[config.mk]
export PLATFORM = sky130hd
export DESIGN_NAME = descriptor_status
export DESIGN_NICKNAME = d
export VERILOG_FILES = /design/src/logic/descriptor_status_pkg.sv /design/src/logic/descriptor_status.sv
export SDC_FILE = /design/constraint.sdc
export NUM_CORES = 1
export LEC_CHECK = 0
export CAP_MARGIN = 20
export CORE_MARGIN = 1
export CORE_UTILIZATION = 60
export CTS_CLUSTER_DIAMETER = 200
export DETAILED_ROUTE_END_ITERATION = 10
export DONT_BUFFER_PORTS = 1
export GPL_ROUTABILITY_DRIVEN = 0
export GPL_TIMING_DRIVEN = 0
export HOLD_SLACK_MARGIN = 0.06
export PLACE_DENSITY = 0.79
export SLEW_MARGIN = 10
export SYNTH_ARGS = -nofsm -noshare
export SYNTH_HDL_FRONTEND = slang
export SYNTH_SLANG_ARGS = --single-unit
export TNS_END_PERCENT = 10
[constraint.sdc]
create_clock -name clk -period 1.8 [get_ports clk]
set_input_delay 0.18 -clock clk [delete_from_list [all_inputs] [get_ports clk]]
set_output_delay 0.18 -clock clk [all_outputs]
set_load 0.02 [all_outputs]
[src/logic/descriptor_status_pkg.sv]
// Purpose: constants and carriers for descriptor status update
// Assumes: 100 MHz core clock, synchronous active-low reset
// Notes: bit positions are within the 64-bit control word and the branch word
`default_nettype none
package descriptor_status_pkg;
    localparam int unsigned ACTIVE_BIT = 63;
    localparam int unsigned HALT_BIT = 62;
    localparam int unsigned BABBLE_BIT = 61;
    localparam int unsigned XERR_BIT = 60;
    localparam int unsigned PING_BIT = 58;
    localparam int unsigned TOGGLE_BIT = 57;
    localparam int unsigned CERR_LO = 55;
    localparam int unsigned NAK_LO = 51;
    localparam int unsigned RELOAD_LO = 25;
    localparam int unsigned VALID_BIT = 0;
    localparam int unsigned JUMP_BIT = 5;
    localparam int unsigned INDEX_LO = 0;
    localparam int unsigned UPPER_OFS = 32;
    localparam logic [3:0] ADDR_STATUS = 4'h0;
    localparam logic [3:0] ADDR_RELOAD = 4'h1;
    localparam logic [3:0] ADDR_BRANCH = 4'h2;
    localparam logic [3:0] ADDR_SLOT = 4'h3;
    localparam logic [4:0] SLOT_RESET = 5'h00;
    localparam logic [1:0] CERR_RESET = 2'h0;
    localparam logic [3:0] NAK_RESET = 4'h0;

    typedef enum logic [1:0]
    {
        ST_IDLE = 2'b00,
        ST_BUSY = 2'b01,
        ST_NEXT = 2'b11
    } phase_t;

    typedef enum logic [2:0]
    {
        RES_ACK = 3'h0,
        RES_NAK = 3'h1,
        RES_PID_ERR = 3'h2,
        RES_BABBLE = 3'h3,
        RES_STALL = 3'h4
    } result_t;

    typedef struct packed
    {
        logic active;
        logic valid;
        logic halt;
        logic babble;
        logic xerr;
        logic ping;
        logic toggle_bit;
        logic [1:0] cerr;
        logic [3:0] negative_ack_counter;
        logic [3:0] counter_reload_value;
        logic jump;
        logic [4:0] next_descriptor_index;
    } descriptor_t;

    typedef struct packed
    {
        logic done;
        result_t result;
        logic data_packet;
        logic ping_state;
        logic high_speed;
    } outcome_t;

    typedef struct packed
    {
        descriptor_t desc;
        phase_t phase;
        logic [4:0] slot;
        logic [31:0] rdata;
    } state_t;
endpackage
`default_nettype wire

[src/logic/descriptor_status.sv]
// Purpose: status and branching update for one bulk/control transfer descriptor
// Assumes: transaction engine reports one outcome pulse per executed transaction
// Notes: registers on plain strobe port, read data one cycle after read strobe
`default_nettype none
module descriptor_status
    import descriptor_status_pkg::*;
(
    input wire logic clk,
    input wire logic rst_n,
    input wire logic [3:0] addr,
    input wire logic [31:0] wdata,
    input wire logic wr,
    input wire logic rd,
    output logic [31:0] rdata,
    input wire outcome_t outcome,
    output logic launch,
    output logic [4:0] slot,
    output logic slot_advance
);
    state_t cur;
    state_t next_cur;

    // upper control word bits 63..51 sit at 31..19 of the status word
    function automatic logic [31:0] status_word(input descriptor_t d);
        logic [31:0] w;
        w = '0;
        w[ACTIVE_BIT - UPPER_OFS] = d.active;
        w[HALT_BIT - UPPER_OFS] = d.halt;
        w[BABBLE_BIT - UPPER_OFS] = d.babble;
        w[XERR_BIT - UPPER_OFS] = d.xerr;
        w[PING_BIT - UPPER_OFS] = d.ping;
        w[TOGGLE_BIT - UPPER_OFS] = d.toggle_bit;
        w[CERR_LO - UPPER_OFS +: 2] = d.cerr;
        w[NAK_LO - UPPER_OFS +: 4] = d.negative_ack_counter;
        w[VALID_BIT] = d.valid;
        return w;
    endfunction

    function automatic logic [31:0] reload_word(input descriptor_t d);
        logic [31:0] w;
        w = '0;
        w[RELOAD_LO +: 4] = d.counter_reload_value;
        return w;
    endfunction

    function automatic logic [31:0] branch_word(input descriptor_t d);
        logic [31:0] w;
        w = '0;
        w[JUMP_BIT] = d.jump;
        w[INDEX_LO +: 5] = d.next_descriptor_index;
        return w;
    endfunction

    function automatic logic [31:0] slot_word(input logic [4:0] s);
        logic [31:0] w;
        w = '0;
        w[INDEX_LO +: 5] = s;
        return w;
    endfunction

    // unmapped offsets read as zero
    function automatic logic [31:0] read_word(input state_t s, input logic [3:0] a);
        logic [31:0] w;
        w = '0;
        case (a)
            ADDR_STATUS: w = status_word(s.desc);
            ADDR_RELOAD: w = reload_word(s.desc);
            ADDR_BRANCH: w = branch_word(s.desc);
            ADDR_SLOT: w = slot_word(s.slot);
            default: w = '0;
        endcase
        return w;
    endfunction

    // a status write relaunches: sticky error flags start clear
    function automatic descriptor_t write_status(input descriptor_t d, input logic [31:0] w);
        descriptor_t n;
        n = d;
        n.active = w[ACTIVE_BIT - UPPER_OFS];
        n.valid = w[VALID_BIT];
        n.ping = w[PING_BIT - UPPER_OFS];
        n.toggle_bit = w[TOGGLE_BIT - UPPER_OFS];
        n.cerr = w[CERR_LO - UPPER_OFS +: 2];
        n.negative_ack_counter = w[NAK_LO - UPPER_OFS +: 4];
        n.halt = 1'b0;
        n.babble = 1'b0;
        n.xerr = 1'b0;
        return n;
    endfunction

    function automatic descriptor_t write_reload(input descriptor_t d, input logic [31:0] w);
        descriptor_t n;
        n = d;
        n.counter_reload_value = w[RELOAD_LO +: 4];
        return n;
    endfunction

    function automatic descriptor_t write_branch(input descriptor_t d, input logic [31:0] w);
        descriptor_t n;
        n = d;
        n.jump = w[JUMP_BIT];
        n.next_descriptor_index = w[INDEX_LO +: 5];
        return n;
    endfunction

    // unmapped offsets ignore writes
    function automatic state_t apply_write(input state_t s, input logic [3:0] a, input logic [31:0] w);
        state_t n;
        n = s;
        case (a)
            ADDR_STATUS: n.desc = write_status(s.desc, w);
            ADDR_RELOAD: n.desc = write_reload(s.desc, w);
            ADDR_BRANCH: n.desc = write_branch(s.desc, w);
            ADDR_SLOT: n.slot = w[INDEX_LO +: 5];
            default: n = s;
        endcase
        return n;
    endfunction

    function automatic logic can_start(input descriptor_t d);
        return d.active && d.valid;
    endfunction

    // ends processing; valid survives only a halt
    function automatic descriptor_t retire(input descriptor_t d, input logic keep_valid);
        descriptor_t n;
        n = d;
        n.active = 1'b0;
        if (!keep_valid)
        begin
            n.valid = 1'b0;
        end
        return n;
    endfunction

    // zero reload switches nak counting off
    function automatic logic nak_counting(input descriptor_t d);
        return d.counter_reload_value != NAK_RESET;
    endfunction

    function automatic logic nak_expires(input descriptor_t d);
        return d.negative_ack_counter <= 4'h1;
    endfunction

    // 00 and 01 both flag the error at once
    function automatic logic retries_spent(input descriptor_t d);
        return d.cerr <= 2'h1;
    endfunction

    // base carries same-cycle writes, d the registered fields that decide
    function automatic descriptor_t on_ack(input descriptor_t base, input descriptor_t d, input logic data_packet);
        descriptor_t n;
        n = base;
        n.negative_ack_counter = d.counter_reload_value;
        if (data_packet)
        begin
            n.toggle_bit = ~d.toggle_bit;
        end
        return n;
    endfunction

    function automatic descriptor_t on_nak(input descriptor_t base, input descriptor_t d);
        descriptor_t n;
        n = base;
        if (nak_counting(d))
        begin
            n.negative_ack_counter = d.negative_ack_counter - 4'h1;
            if (nak_expires(d))
            begin
                n = retire(n, 1'b0);
                n.negative_ack_counter = NAK_RESET;
            end
        end
        return n;
    endfunction

    function automatic descriptor_t on_pid_error(input descriptor_t base, input descriptor_t d);
        descriptor_t n;
        n = base;
        if (retries_spent(d))
        begin
            n = retire(n, 1'b0);
            n.cerr = CERR_RESET;
            n.xerr = 1'b1;
        end
        else
        begin
            n.cerr = d.cerr - 2'h1;
        end
        return n;
    endfunction

    function automatic descriptor_t apply_outcome(input descriptor_t base, input descriptor_t d, input outcome_t o);
        descriptor_t n;
        n = base;
        if (o.high_speed)
        begin
            n.ping = o.ping_state;
        end
        case (o.result)
            RES_ACK: n = on_ack(n, d, o.data_packet);
            RES_NAK: n = on_nak(n, d);
            RES_PID_ERR: n = on_pid_error(n, d);
            RES_BABBLE:
            begin
                n = retire(n, 1'b0);
                n.babble = 1'b1;
            end
            RES_STALL:
            begin
                n = retire(n, 1'b1);
                n.halt = 1'b1;
            end
            default: n = base;
        endcase
        return n;
    endfunction

    // results after which this descriptor is finished
    function automatic logic ends_here(input descriptor_t d, input result_t r);
        logic e;
        e = 1'b0;
        case (r)
            RES_ACK: e = 1'b0;
            RES_NAK: e = nak_counting(d) && nak_expires(d);
            RES_PID_ERR: e = retries_spent(d);
            RES_BABBLE: e = 1'b1;
            RES_STALL: e = 1'b1;
            default: e = 1'b0;
        endcase
        return e;
    endfunction

    function automatic logic [4:0] follow_slot(input descriptor_t d, input logic [4:0] s);
        logic [4:0] n;
        n = s + 5'h01;
        if (d.jump)
        begin
            n = d.next_descriptor_index;
        end
        return n;
    endfunction

    // bus access first; a same-cycle outcome overrides the written fields
    always_comb
    begin
        next_cur = cur;
        next_cur.rdata = '0;
        if (rd)
        begin
            next_cur.rdata = read_word(cur, addr);
        end
        if (wr)
        begin
            next_cur = apply_write(next_cur, addr, wdata);
        end
        case (cur.phase)
            ST_IDLE:
            begin
                // no launch while software is still writing
                if (can_start(cur.desc) && !wr)
                begin
                    next_cur.phase = ST_BUSY;
                end
            end
            ST_BUSY:
            begin
                if (!cur.desc.active)
                begin
                    next_cur.phase = ST_NEXT;
                end
                else if (outcome.done)
                begin
                    next_cur.desc = apply_outcome(next_cur.desc, cur.desc, outcome);
                    if (ends_here(cur.desc, outcome.result))
                    begin
                        next_cur.phase = ST_NEXT;
                    end
                end
            end
            ST_NEXT:
            begin
                next_cur.slot = follow_slot(cur.desc, cur.slot);
                next_cur.phase = ST_IDLE;
            end
            default: next_cur.phase = ST_IDLE;
        endcase
    end

    always_ff @(posedge clk)
    begin
        if (!rst_n)
        begin
            cur <= '0;
            cur.slot <= SLOT_RESET;
            cur.phase <= ST_IDLE;
        end
        else
        begin
            cur <= next_cur;
        end
    end

    assign rdata = cur.rdata;
    assign slot = cur.slot;
    assign launch = (cur.phase == ST_BUSY) && cur.desc.active;
    assign slot_advance = (cur.phase == ST_NEXT);
endmodule // descriptor_status
`default_nettype wire

# Word level (Yosys, flattened, before mapping)
# Cells that the tools add are included.
classes:
  addsub: 3
  n_lt_le_gt_ge: 2
  n_eq_ne: 9
  muxes: 25
  bitwise: 1
  n_reduce_logical: 13
ops:
  columns: ["operator", "n"]
  rows:
  - ["one-hot mux 32 bit (4 select lines)", 1]
  - ["one-hot mux 23 bit (5 select lines)", 1]
  - ["2-to-1 mux 23 bit", 4]
  - ["one-hot mux 23 bit (3 select lines)", 1]
  - ["2-to-1 mux 62 bit", 1]
  - ["2-to-1 mux 32 bit", 1]
  - ["2-to-1 mux 25 bit", 1]
  - ["2-to-1 mux 5 bit", 3]
  - ["== test 4 x 2 -> 1 bit (second input constant)", 2]
  - ["2-to-1 mux 2 bit", 4]
  - ["2-to-1 mux 7 bit", 1]
  - ["== test 3 x 2 -> 1 bit (second input constant)", 2]
  - ["adder 5 x 1 -> 5 bit (second input constant)", 1]
  - ["2-to-1 mux 1 bit", 5]
  - ["== test 4 x 1 -> 1 bit (second input constant)", 1]
  - ["less-or-equal comparator 4 x 1 -> 1 bit (second input constant)", 1]
  - ["logical AND 1 bit", 4]
  - ["zero test 4 bit", 1]
  - ["one-hot mux 2 bit (2 select lines)", 1]
  - ["nonzero test 2 bit", 2]
  - ["nonzero test 4 bit", 1]
  - ["subtractor 4 x 1 -> 4 bit (second input constant)", 1]
  - ["== test 3 x 1 -> 1 bit (second input constant)", 1]
  - ["== test 3 bit (second input constant)", 1]
  - ["other kinds (11)", 11]
totals:
  reg_bits: 62
  input_bits: 47
  out_inout_bits: 39
  elab_cells: 68

# Longest topological paths before layout
# Gate-level depths: netlist (run 1).
depth:
  ltp_word: 11
  depth_mapped: 6
  mapped_depth_nobuf: 6

# Worst setup path before layout (run 1)
# No wires, ideal clock.
synth_path:
  kind: "register -> register"
  start: "register cur[49] (netlist bit)"
  end: "register cur[49] (netlist bit)"
  setup_time_ns: 0.122
  t_arrival_ns: 1.537
  setup_slack_ns: 0.141
  path_stages_with_launch: 7
  path_buffers: 0
  period_less_slack_ns: 1.659
  cell_sequence: "dfxtp_1 -> inv_1 -> ha_1 -> nor2_1 -> or3_1 -> a31o_2 -> o311a_1"
synth_between:
  elab_chain_cells: 7
synth_rtl:
  columns: ["element", "line_no", "source"]
  rows:
  - ["from (decl)", "descriptor_status.sv:20", "state_t cur;"]
  - ["from (signal assigned)", "descriptor_status.sv:300", "cur <= next_cur;"]
  - ["subtractor 4 x 1 -> 4 bit, or another cell as far along", "descriptor_status.sv:167", "n.negative_ack_counter = d.negative_ack_counter - 4'h1;"]
  - ["2-to-1 mux 23 bit / 2-to-1 mux 62 bit (equally long branches)", "descriptor_status.sv:168, descriptor_status.sv:253", null]
  - ["2-to-1 mux 23 bit", "descriptor_status.sv:165", "if (nak_counting(d))"]
  - ["one-hot mux 23 bit (5 select lines)", "descriptor_status.sv:200", "case (o.result)"]
  - ["2-to-1 mux 25 bit", "descriptor_status.sv:272", "else if (outcome.done)"]
  - ["2-to-1 mux 23 bit", "descriptor_status.sv:268", "if (!cur.desc.active)"]
  - ["2-to-1 mux 23 bit (*)", "descriptor_status.sv:257", "case (cur.phase)"]
# Every way passes the cells marked *; elsewhere a longest branch is shown, timed or not. The select of a mux whose other input is x is not followed.
# A chain may end at the register's enable or synchronous reset.

# Final worst setup path (run 1)
# Ends and elaborated chain as after synthesis.

==> results of run 1 <==
logic make-up (layout without fill, tap and decap cells):
kind of cell | count (synthesis) | in the layout
and+or+nand+nor | 108 | 108
buffers and inverters | 59 | 84
AOI/OAI and AO/OA | 50 | 50
DFF | 49 | 49
muxes | 23 | 23
xor gates and xnor gates | 4 | 4
adders and majority gates | 3 | 3
other | 1 | 13
final cells by class:
type / instances / area share (%)
Multi-Input combinational cell: 201 / 43.7
Sequential cell: 49 / 32.6
Buffer: 51 / 11.1
Timing Repair Buffer: 17 / 5.47
Clock buffer: 6 / 2.73
Tap cell: 50 / 2.07
Clock inverter: 2 / 1.24
Inverter: 8 / 0.994
per-stage QoR:
step | util, % | setup TNS [ns] | std cells
finish | 73.9 | 0 | 384
detailed placement | 66.5 | -0.0221 | 359
global route | 73.9 | -0.00323 | 384
global placement | 66.5 | -0.00338 | 359
CTS | 72.9 | 0 | 381
floorplan | - | 0 | 309
layer usage:
layer | share of wire [%] | vias up
met3 | 9.7 | 6
met4 | 0.98 | 0
met5 | 0 | -
met2 | 46 | 111
met1 | 43 | 1014
li1 | - | 1079
synth_stat cells, types with 4 or more instances:
master,count
and2_1,7
a31oi_1,5
nor2_1,29
buf_4,37
mux2i_1,20
buf_2,4
nor3_1,6
a21oi_1,9
clkbuf_1,9
inv_1,8
nand2b_1,4
dfxtp_1,49
nand3_1,10
a211oi_1,5
nand2_1,19
o21ai_0,7
nand4_1,4
what timing repair did:
action	4_1_cts	5_1_grt
setup endpoints to repair	1	3
gates resized for setup	1	8
buffers inserted	0	2
hold buffers	14	1
endpoints found under the hold margin	18	2
state kept, by name, summed over array words and instances, names as in the netlist:
| signal | cells |
|---|---|
| cur | 25 |
| slot | 5 |
| rdata | 19 |
path summary, 6_finish.rpt:
kind / start / end / slack (ns) / cells past startpoint
max: cur[49] / cur[49] / 0.05 / 6
min: rst_n / cur[61] / 0.06 / 2
max reg2reg: cur[49] / cur[49] / 0.05 / 6
min reg2reg: cur[38] / cur[37] / 0.46 / 1
power by group:
group | leakage [nW] | switching, mW | internal [mW] | total [mW]
Combinational | 0.824 | 0.109 | 0.0827 | 0.192
Sequential | 0.397 | 0.00850 | 1.09 | 1.10
Clock | 0.0574 | 0.373 | 0.452 | 0.824
critical path, cell delays in order (launching register included):
cell and delay (ns):
dfxtp_2 0.35, inv_2 0.08, ha_1 0.19, nor2_1 0.08
or3_4 0.35, a31o_2 0.24, o311a_1 0.35
==> results by group, run 1 <==
Outcome
  – Run status: finished clean

Drt
  – DRT antenna net count: 0
  – Detailed Route WL: 6000 microns
  – Post-DR wirelength/cell: 15.6 microns
  – Vias per inst: 5.76
  – # DRC: 0
  – Via count: 2210
  – Starting DRT DRC Count: 173
  – Pre-antenna DRT Iters: 5

Placed design
  – Pre-CTS setup slack: -0.0221 ns
  – IO buf count: 0
  – DP Area: 2720 sq um
  – DP Wirelength: 4310 microns

Clock network
  – Clk Latency, worst-skew pair: 0.31 ns
  – TritonCTS clock tree: yes
  – Clk sinks: 49
  – Reg clk slew, reported paths: 0.09 ns
  – H-tree depth: 2
  – CTS Buffer Depth: 2
  – CTS Buf Count: 5
  – Root Driver: clkbuf_8

Run
  – Max cap viols: 0

Logic synthesis
  – Synthesized-area fraction occupied by and/or/nand/nor cells: 23.0%
  – Main synth FF type: dfxtp_1
  – Ys Warns: 0
  – Adder-cell share of the synthesized area: 1.44%
  – Synthesized area: 2610 sq um
  – Synth unique cells: 55
  – Top-area cell type share of the netlist area: 37.6%
  – Sequential-to-total area share from yosys stat: 37.6%
  – Yosys top cell by area: dfxtp_1
  – Mean Syn Cell Area: 8.79 sq um
  – Number of synthesized flops with an enable pin: 0
  – Compound-Gate Fraction of Synth Area: 13.5%
  – Post-synthesis async set-or-reset flop share: 0%
  – Synth Area in XOR/XNOR: 1.34%
  – Main combinational cell family by area after synthesis: simple AND/OR/NAND/NOR gates
  – Largest cells by area after synthesis: dfxtp_1 (38%), buf_4 (11%), mux2i_1 (7.7%)
  – Mux cell area share after synthesis: 8.96%
  – Synth Register Bits: 49
  – Synth Instances: 297

Global route
  – Grt met2 use: 44.4%
  – Met3 GRT Util: 7.50%
  – Global route overflow: 0
  – Largest net degree at the start of global routing: 16
  – First-pass GRT wire length: 9220 microns
  – Gr usage total: 27.7%
  – GRT met1 Usage: 36.1%
  – Initial antenna violation count: 0
  – GR peak layer: met2
  – Vias in the first global route: 1898

Floorplan
  – Die Y: 68.0 microns
  – Num ports: 86
  – Die Area: 4620 sq um
  – Starting Density: 63.9%
  – Die Width: 68.0 microns
  – Cell row count: 23
  – Core ar.: 4090 sq um

Timing
  – Final Max Slew Viols: 0
  – Setup ws final: 0.0542 ns
  – Minimum clock period: 1.75 ns
  – Setup violations, final: 0
  – Fin Clk Skew: 0.00510 ns
  – FMAX: 0.573 GHz
  – Slew @ Worst Pin: 0.662 ns
  – Slew margin rel.: 55.8%
  – RSZ-0062 raised after global routing: true
  – Min Hold Slack: 0.0604 ns
  – Final hold vios: 0
  – Final period utilization: 97.0%

Final layout
  – Most frequent cells in the layout: dfxtp_1 (45), buf_4 (39), nor2_1 (28), mux2i_1 (20), nand2_1 (19)
  – Post-route cell area: 3020 sq um
  – Layout fillers: 315
  – Share of cells above drive strength 1: 22.2%
  – Number of nets in the layout: 383
  – Leading cell type in the layout, fill and taps excluded: dfxtp_1
  – Area of the multi-input gates: 1320 sq um
  – Register Area: 986 sq um
  – Area Overhead vs Synth: 15.8%
  – Ant diodes: 0

Setup path
  – Crit Path Class: reg -> reg
  – CP Data Arrival Time: 1.94 ns
  – Setup crit end kind: flip-flop
  – Worst Path Max Fanout: 4
  – Startpoint types: flip-flop
  – Worst EP required: 2.00 ns

Power
  – LEAKAGE: 1.28 nW
  – Power, Total: 2.11 mW
  – Peak VDD IR: 0.483 mV
  – Power per standard cell area: 700 nW/um^2

Worst hold path
  – Worst Hold Class: in -> reg
(Power assumes the default switching activity.)
==> run 2: changes to the inputs <==
--- a/config.mk
+++ b/config.mk
@@ -7,14 +7,14 @@
 export LEC_CHECK = 0
 export CAP_MARGIN = 20
 export CORE_MARGIN = 1
-export CORE_UTILIZATION = 60
+export CORE_UTILIZATION = 57
 export CTS_CLUSTER_DIAMETER = 200
 export DETAILED_ROUTE_END_ITERATION = 10
 export DONT_BUFFER_PORTS = 1
 export GPL_ROUTABILITY_DRIVEN = 0
 export GPL_TIMING_DRIVEN = 0
 export HOLD_SLACK_MARGIN = 0.06
-export PLACE_DENSITY = 0.79
+export PLACE_DENSITY = 0.78
 export SLEW_MARGIN = 10
 export SYNTH_ARGS = -nofsm -noshare
 export SYNTH_HDL_FRONTEND = slang
==> constraint.sdc (replaced) <==
create_clock -name clk -period 1.6 [get_ports clk]
set_input_delay 0.16 -clock clk [delete_from_list [all_inputs] [get_ports clk]]
set_output_delay 0.16 -clock clk [all_outputs]
set_load 0.02 [all_outputs]
==> run 2 against run 1 <==
  * The flow now finishes with violations (setup timing)
  * Die area up 5.1%
  * Hold slack improved by 0.0017 ns
  * Worst setup slack worse by 0.061 ns
  * Sequential power rose by 12%
  * Critical path depth unchanged
  * Non-clock buffer count rose by 2
  * Count of clock-buffer cells in the layout grew 1
  * Via count down 1.9%
  * Combinational power rose by 16%
  * Routed wire length up 1.4%
  * Sequential share of layout area hardly changed
==> results by group, run 2 (synthesis gave the netlist of run 1 again) <==
Final layout
  – Top reg by flops: cur
  – Ant diodes: 0
  – Final Non-Filler Cells: 388
  – Most frequent cells in the layout: dfxtp_1 (44), buf_4 (41), nor2_1 (29), mux2i_1 (20), nand2_1 (19)
  – Layout fillers: 378
  – Share of cells above drive strength 1: 22.3%
  – Number of nets in the layout: 385
  – Max reg flops: 25
  – Area Overhead vs Synth: 16.6%
  – Leading cell type in the layout, fill and taps excluded: dfxtp_1

Setup path
  – CP Data Arrival Time: 1.80 ns
  – Ordered cell list for the critical path: inv_2 -> ha_4 -> nor2_1 -> or3_4 -> a31o_4 -> o311a_1
  – Crit Path Class: reg -> reg
  – CP bufs+invs: 1
  – Slowest cell on crit path: or3_4
  – Worst Path Max Fanout: 4
  – Top cell family by delay on the critical path: compound AO/OA/AOI/OAI gates
  – Critical path's largest stage delay: 0.36 ns
  – Setup crit end kind: flip-flop
  – Worst EP required: 1.79 ns
  – Startpoint types: flip-flop

Drt
  – Via count: 2167
  – Vias per inst: 5.59
  – Pre-antenna DRT Iters: 4
  – Post-DR wirelength/cell: 15.7 microns
  – Starting DRT DRC Count: 175
  – # DRC: 0
  – DRT antenna net count: 0
  – Detailed Route WL: 6080 microns

Clock network
  – Reg clk slew, reported paths: 0.08 ns
  – H-tree depth: 2
  – Clk sinks: 49
  – Root Driver: clkbuf_8
  – TritonCTS clock tree: yes
  – CTS Buffer Depth: 2
  – Clk Latency, worst-skew pair: 0.31 ns
  – CTS Buf Count: 5

Power
  – Peak VDD IR: 0.444 mV
  – Logic pwr share: 10.3%
  – Switching power: 0.541 mW
  – Cell Int Power: 1.63 mW
  – Clk pwr share: 33.0%
  – LEAKAGE: 1.28 nW
  – Seq pwr share: 56.8%
  – Sw Share: 24.9%
  – Power per standard cell area: 714 nW/um^2

Placed design
  – IO buf count: 0
  – Placed cell count: 361
  – DP Wirelength: 4220 microns
  – Pre-CTS setup slack: -0.121 ns

Outcome
  – Run status: finished, violations left
  – Failing checks: setup timing

Global route
  – Largest net degree at the start of global routing: 15
  – First-pass GRT wire length: 9680 microns
  – Vias in the first global route: 2018
  – Gr usage total: 25.2%
  – Initial antenna violation count: 0
  – Global route overflow: 0

Timing
  – Min Hold Slack: 0.0622 ns
  – FMAX: 0.622 GHz
  – Final hold vios: 0
  – Fin Clk Skew: 0.00758 ns
  – Final Max Slew Viols: 0
  – Slew margin rel.: 52.8%
  – Setup violations, final: 1
  – Final period utilization: 100%
  – Setup ws final: -0.00649 ns
  – RSZ-0062 raised after global routing: true
  – Minimum clock period: 1.61 ns
  – Slew @ Worst Pin: 0.708 ns

Floorplan
  – Die Area: 4850 sq um
  – Starting Density: 59.5%
  – Num ports: 86
  – Die Y: 69.7 microns
  – Die Width: 69.7 microns
  – Core ar.: 4380 sq um
  – Cell row count: 24

Worst hold path
  – Worst Hold Class: in -> reg

Run
  – Max cap viols: 0
run 2: cell count changes in the layout (fill, tap and decap cells not counted), sizes merged:
cell,delta
bufinv,-1
buf,+2
dlygate4sd3,+1
run 2: what timing repair did:
action,CTS,global route
endpoints found under the hold margin,18,0
hold buffers,16,0
pin swaps,2,0
setup buffers,4,0
gates resized for setup,6,3
setup endpoints to repair,2,2
run 2: final cells by class:
| type | count | area [sq um] | share of cell area (%) |
|---|---|---|---|
| Clock buffer | 7 | 76.3 | 2.51 |
| Buffer | 50 | 332 | 10.9 |
| Multi-Input combinational cell | 201 | 1350 | 44.3 |
| Clock inverter | 1 | 7.51 | 0.247 |
| Inverter | 8 | 32.5 | 1.07 |
| Sequential cell | 49 | 992 | 32.6 |
| Timing Repair Buffer | 20 | 190 | 6.25 |
| Tap cell | 52 | 65.1 | 2.14 |
run 2: final timing paths:
path	from	end	slack [ns]	depth (start not counted)
max	cur[50]	cur[49]	-0.006	6
min	wdata[22]	cur[52]	0.06	2
max reg2reg	cur[50]	cur[49]	-0.006	6
min reg2reg	cur[38]	cur[37]	0.45	1
run 2: per-stage QoR:
| step | power, mW | utilization, % | setup TNS, ns | area (sq um) |
|---|---|---|---|---|
| finish | 2.17 | 69.4 | -0.00649 | 3040 |
| global route | 2.25 | 69.4 | -0.0554 | 3040 |
| CTS | 2.17 | 69.3 | 0 | 3040 |
| detailed placement | 1.44 | 62.7 | -0.411 | 2750 |
| global placement | 1.44 | 62.7 | -0.142 | 2750 |
| floorplan | 1.41 | - | 0 | 2680 |
run 2: routing by layer:
layer	vias up	wire length [microns]	share of wire, %	GRT usage [%]
met5	-	0	0	0
met4	0	61	1.0	8.00
met3	7	352	5.8	5.52
li1	1080	-	-	-
met1	1014	2680	44	31.7
met2	66	2980	49	43.0
run 2: power groups by stage:
stage	Sequential [mW]	Combinational (mW)	Clock [mW]
global route	1.23	0.236	0.779
CTS	1.23	0.217	0.722
finish	1.23	0.223	0.716
floorplan	1.26	0.150	0
detailed placement	1.26	0.179	0
global placement	1.26	0.176	0
==> run 3: changes to the inputs <==
--- a/config.mk
+++ b/config.mk
@@ -13,9 +13,10 @@
 export DONT_BUFFER_PORTS = 1
 export GPL_ROUTABILITY_DRIVEN = 0
 export GPL_TIMING_DRIVEN = 0
-export HOLD_SLACK_MARGIN = 0.06
+export HOLD_SLACK_MARGIN = 0.02
 export PLACE_DENSITY = 0.78
-export SLEW_MARGIN = 10
+export RECOVER_POWER = 25
+export SLEW_MARGIN = 20
 export SYNTH_ARGS = -nofsm -noshare
 export SYNTH_HDL_FRONTEND = slang
 export SYNTH_SLANG_ARGS = --single-unit
==> run 3 against run 2 <==
  * Final cell count decreased by 1.5%
  * Critical path type unchanged
  * Count of clock-buffer cells in the layout unchanged
  * Critical path depth unchanged
  * The flow now finishes without violations
  * First-iteration DRC count shrank 29%
==> results by group, run 3 (synthesis gave the netlist of run 1 again) <==
Final layout
  – Final Non-Filler Cells: 382
  – Leading cell type in the layout, fill and taps excluded: dfxtp_1
  – Top reg by flops: cur
  – Share of cells above drive strength 1: 17.6%
  – Max reg flops: 25
  – Layout fillers: 401
  – Ant diodes: 0
  – Most frequent cells in the layout: dfxtp_1 (44), nor2_1 (29), clkbuf_1 (28), buf_4 (24), mux2i_1 (20)
  – Number of nets in the layout: 379
  – Fin util: 66.6%
  – Area Overhead vs Synth: 11.8%

Floorplan
  – Die Y: 69.7 microns
  – Die Width: 69.7 microns
  – Die Area: 4850 sq um
  – Cell row count: 24
  – Starting Density: 59.5%
  – Num ports: 86
  – Core ar.: 4380 sq um

Placed design
  – Placed cell count: 361
  – IO buf count: 0
  – DP Wirelength: 4220 microns

Timing
  – Minimum clock period: 1.59 ns
  – Slew @ Worst Pin: 0.726 ns
  – Final Max Slew Viols: 0
  – Final hold vios: 0
  – Setup violations, final: 0
  – Final period utilization: 99.4%
  – RSZ-0062 raised after global routing: true
  – Slew margin rel.: 51.4%
  – FMAX: 0.629 GHz
  – Fin Clk Skew: 0.00827 ns

Setup path
  – R2R depth: 6
  – Worst R2R Start: cur[49]
  – Setup crit end kind: flip-flop
  – CP Data Arrival Time: 1.78 ns
  – FF-to-FF setup slack: 0.01 ns
  – Worst EP required: 1.79 ns
  – Reg-to-reg critical path endpoint: cur[49]
  – Worst Path Max Fanout: 4
  – Crit Path Class: reg -> reg
  – Startpoint types: flip-flop

Global route
  – Initial antenna violation count: 0
  – Largest net degree at the start of global routing: 15
  – First-pass GRT wire length: 9480 microns
  – Vias in the first global route: 1975
  – Gr usage total: 24.7%
  – Global route overflow: 0

Clock network
  – CTS Buf Count: 5
  – Clk sinks: 49
  – H-tree depth: 2
  – CTS Buffer Depth: 2
  – TritonCTS clock tree: yes
  – Root Driver: clkbuf_8
  – Reg clk slew, reported paths: 0.09 ns
  – Clk Latency, worst-skew pair: 0.31 ns

Power
  – Seq pwr share: 57.2%
  – Switching power: 0.535 mW
  – Power per standard cell area: 738 nW/um^2
  – Cell Int Power: 1.62 mW
  – Clk pwr share: 33.2%
  – Sw Share: 24.8%
  – Logic pwr share: 9.6%
  – Peak VDD IR: 0.441 mV
  – LEAKAGE: 1.18 nW

Worst hold path
  – Hold depth: 2
  – Min-Delay Endpoint: slot[1]
  – Hold Startpoint: wdata[1]
  – Worst Hold Class: in -> reg

Drt
  – Vias per inst: 5.65
  – # DRC: 0
  – Via count: 2160
  – DRT antenna net count: 0
  – Post-DR wirelength/cell: 15.5 microns
  – Pre-antenna DRT Iters: 7
  – Detailed Route WL: 5930 microns
  – Starting DRT DRC Count: 125

Run
  – Max cap viols: 0

Outcome
  – Run status: finished clean
-- run 3: worst max-delay path by stage --
stage	end	slack, ns	from
2_1_floorplan	cur[49]	0.01	cur[49]
3_3_place_gp	cur[49]	-0.07	cur[49]
3_5_place_dp	cur[53]	-0.12	cur[61]
4_1_cts	cur[53]	0.004	cur[38]
5_1_grt	cur[49]	-0.05	cur[50]
6_report	cur[49]	0.01	cur[49]
-- run 3: worst max-delay path: stages, from the launching register on --
cell and delay (ns):
dfxtp_4 0.37, inv_4 0.06, ha_4 0.12, nor2_1 0.05
or3_4 0.35, a31o_4 0.22, o311a_1 0.31
-- run 3: final cells by class --
class | instances | area [sq um] | share of cell area (%)
inverters | 8 | 32.5 | 1.11
well taps | 52 | 65.1 | 2.23
plain buffers | 50 | 268 | 9.17
flip-flops and latches | 49 | 992 | 34.0
repair buffers | 14 | 130 | 4.46
multi-input cells | 201 | 1350 | 46.2
clock inverters | 1 | 7.51 | 0.257
clock buffers | 7 | 76.3 | 2.61
-- run 3: metrics by stage --
stage	hold WS (ns)	instance area, sq um	worst slack [ns]	total power, mW	setup TNS, ns
global route	0.0321	2920	-0.0468	2.23	-0.0468
floorplan	0.304	2680	0.0110	1.41	0
finish	0.0247	2920	0.00974	2.16	0
global placement	0.306	2750	-0.0723	1.44	-0.142
detailed placement	0.312	2750	-0.121	1.44	-0.411
CTS	0.0206	2980	0.00374	2.16	0
-- run 3: what timing repair did --
item | in CTS | in global routing
hold buffers | 10 | 0
cloned | 0 | 0
gates resized for setup | 6 | 3
endpoints found under the setup margin | 2 | 2
endpoints found under the hold margin | 14 | 0
buffers inserted | 4 | 0
pin swaps | 2 | 0
-- run 3: power groups by stage --
| stage | Combinational, mW | Sequential, mW | Clock [mW] |
|---|---|---|---|
| after floorplan | 0.150 | 1.26 | 0 |
| after global placement | 0.176 | 1.26 | 0 |
| after detailed placement | 0.179 | 1.26 | 0 |
| after CTS | 0.204 | 1.23 | 0.722 |
| final | 0.207 | 1.23 | 0.715 |
| after global routing | 0.221 | 1.23 | 0.779 |
-- run 3: layer usage --
metal	global-route usage, %	vias to the layer above	routed length (microns)
met1	30.7	1020	2530
met2	42.0	69	2840
met3	6.25	6	511
met5	0	-	0
li1	-	1065	-
met4	8.00	0	55
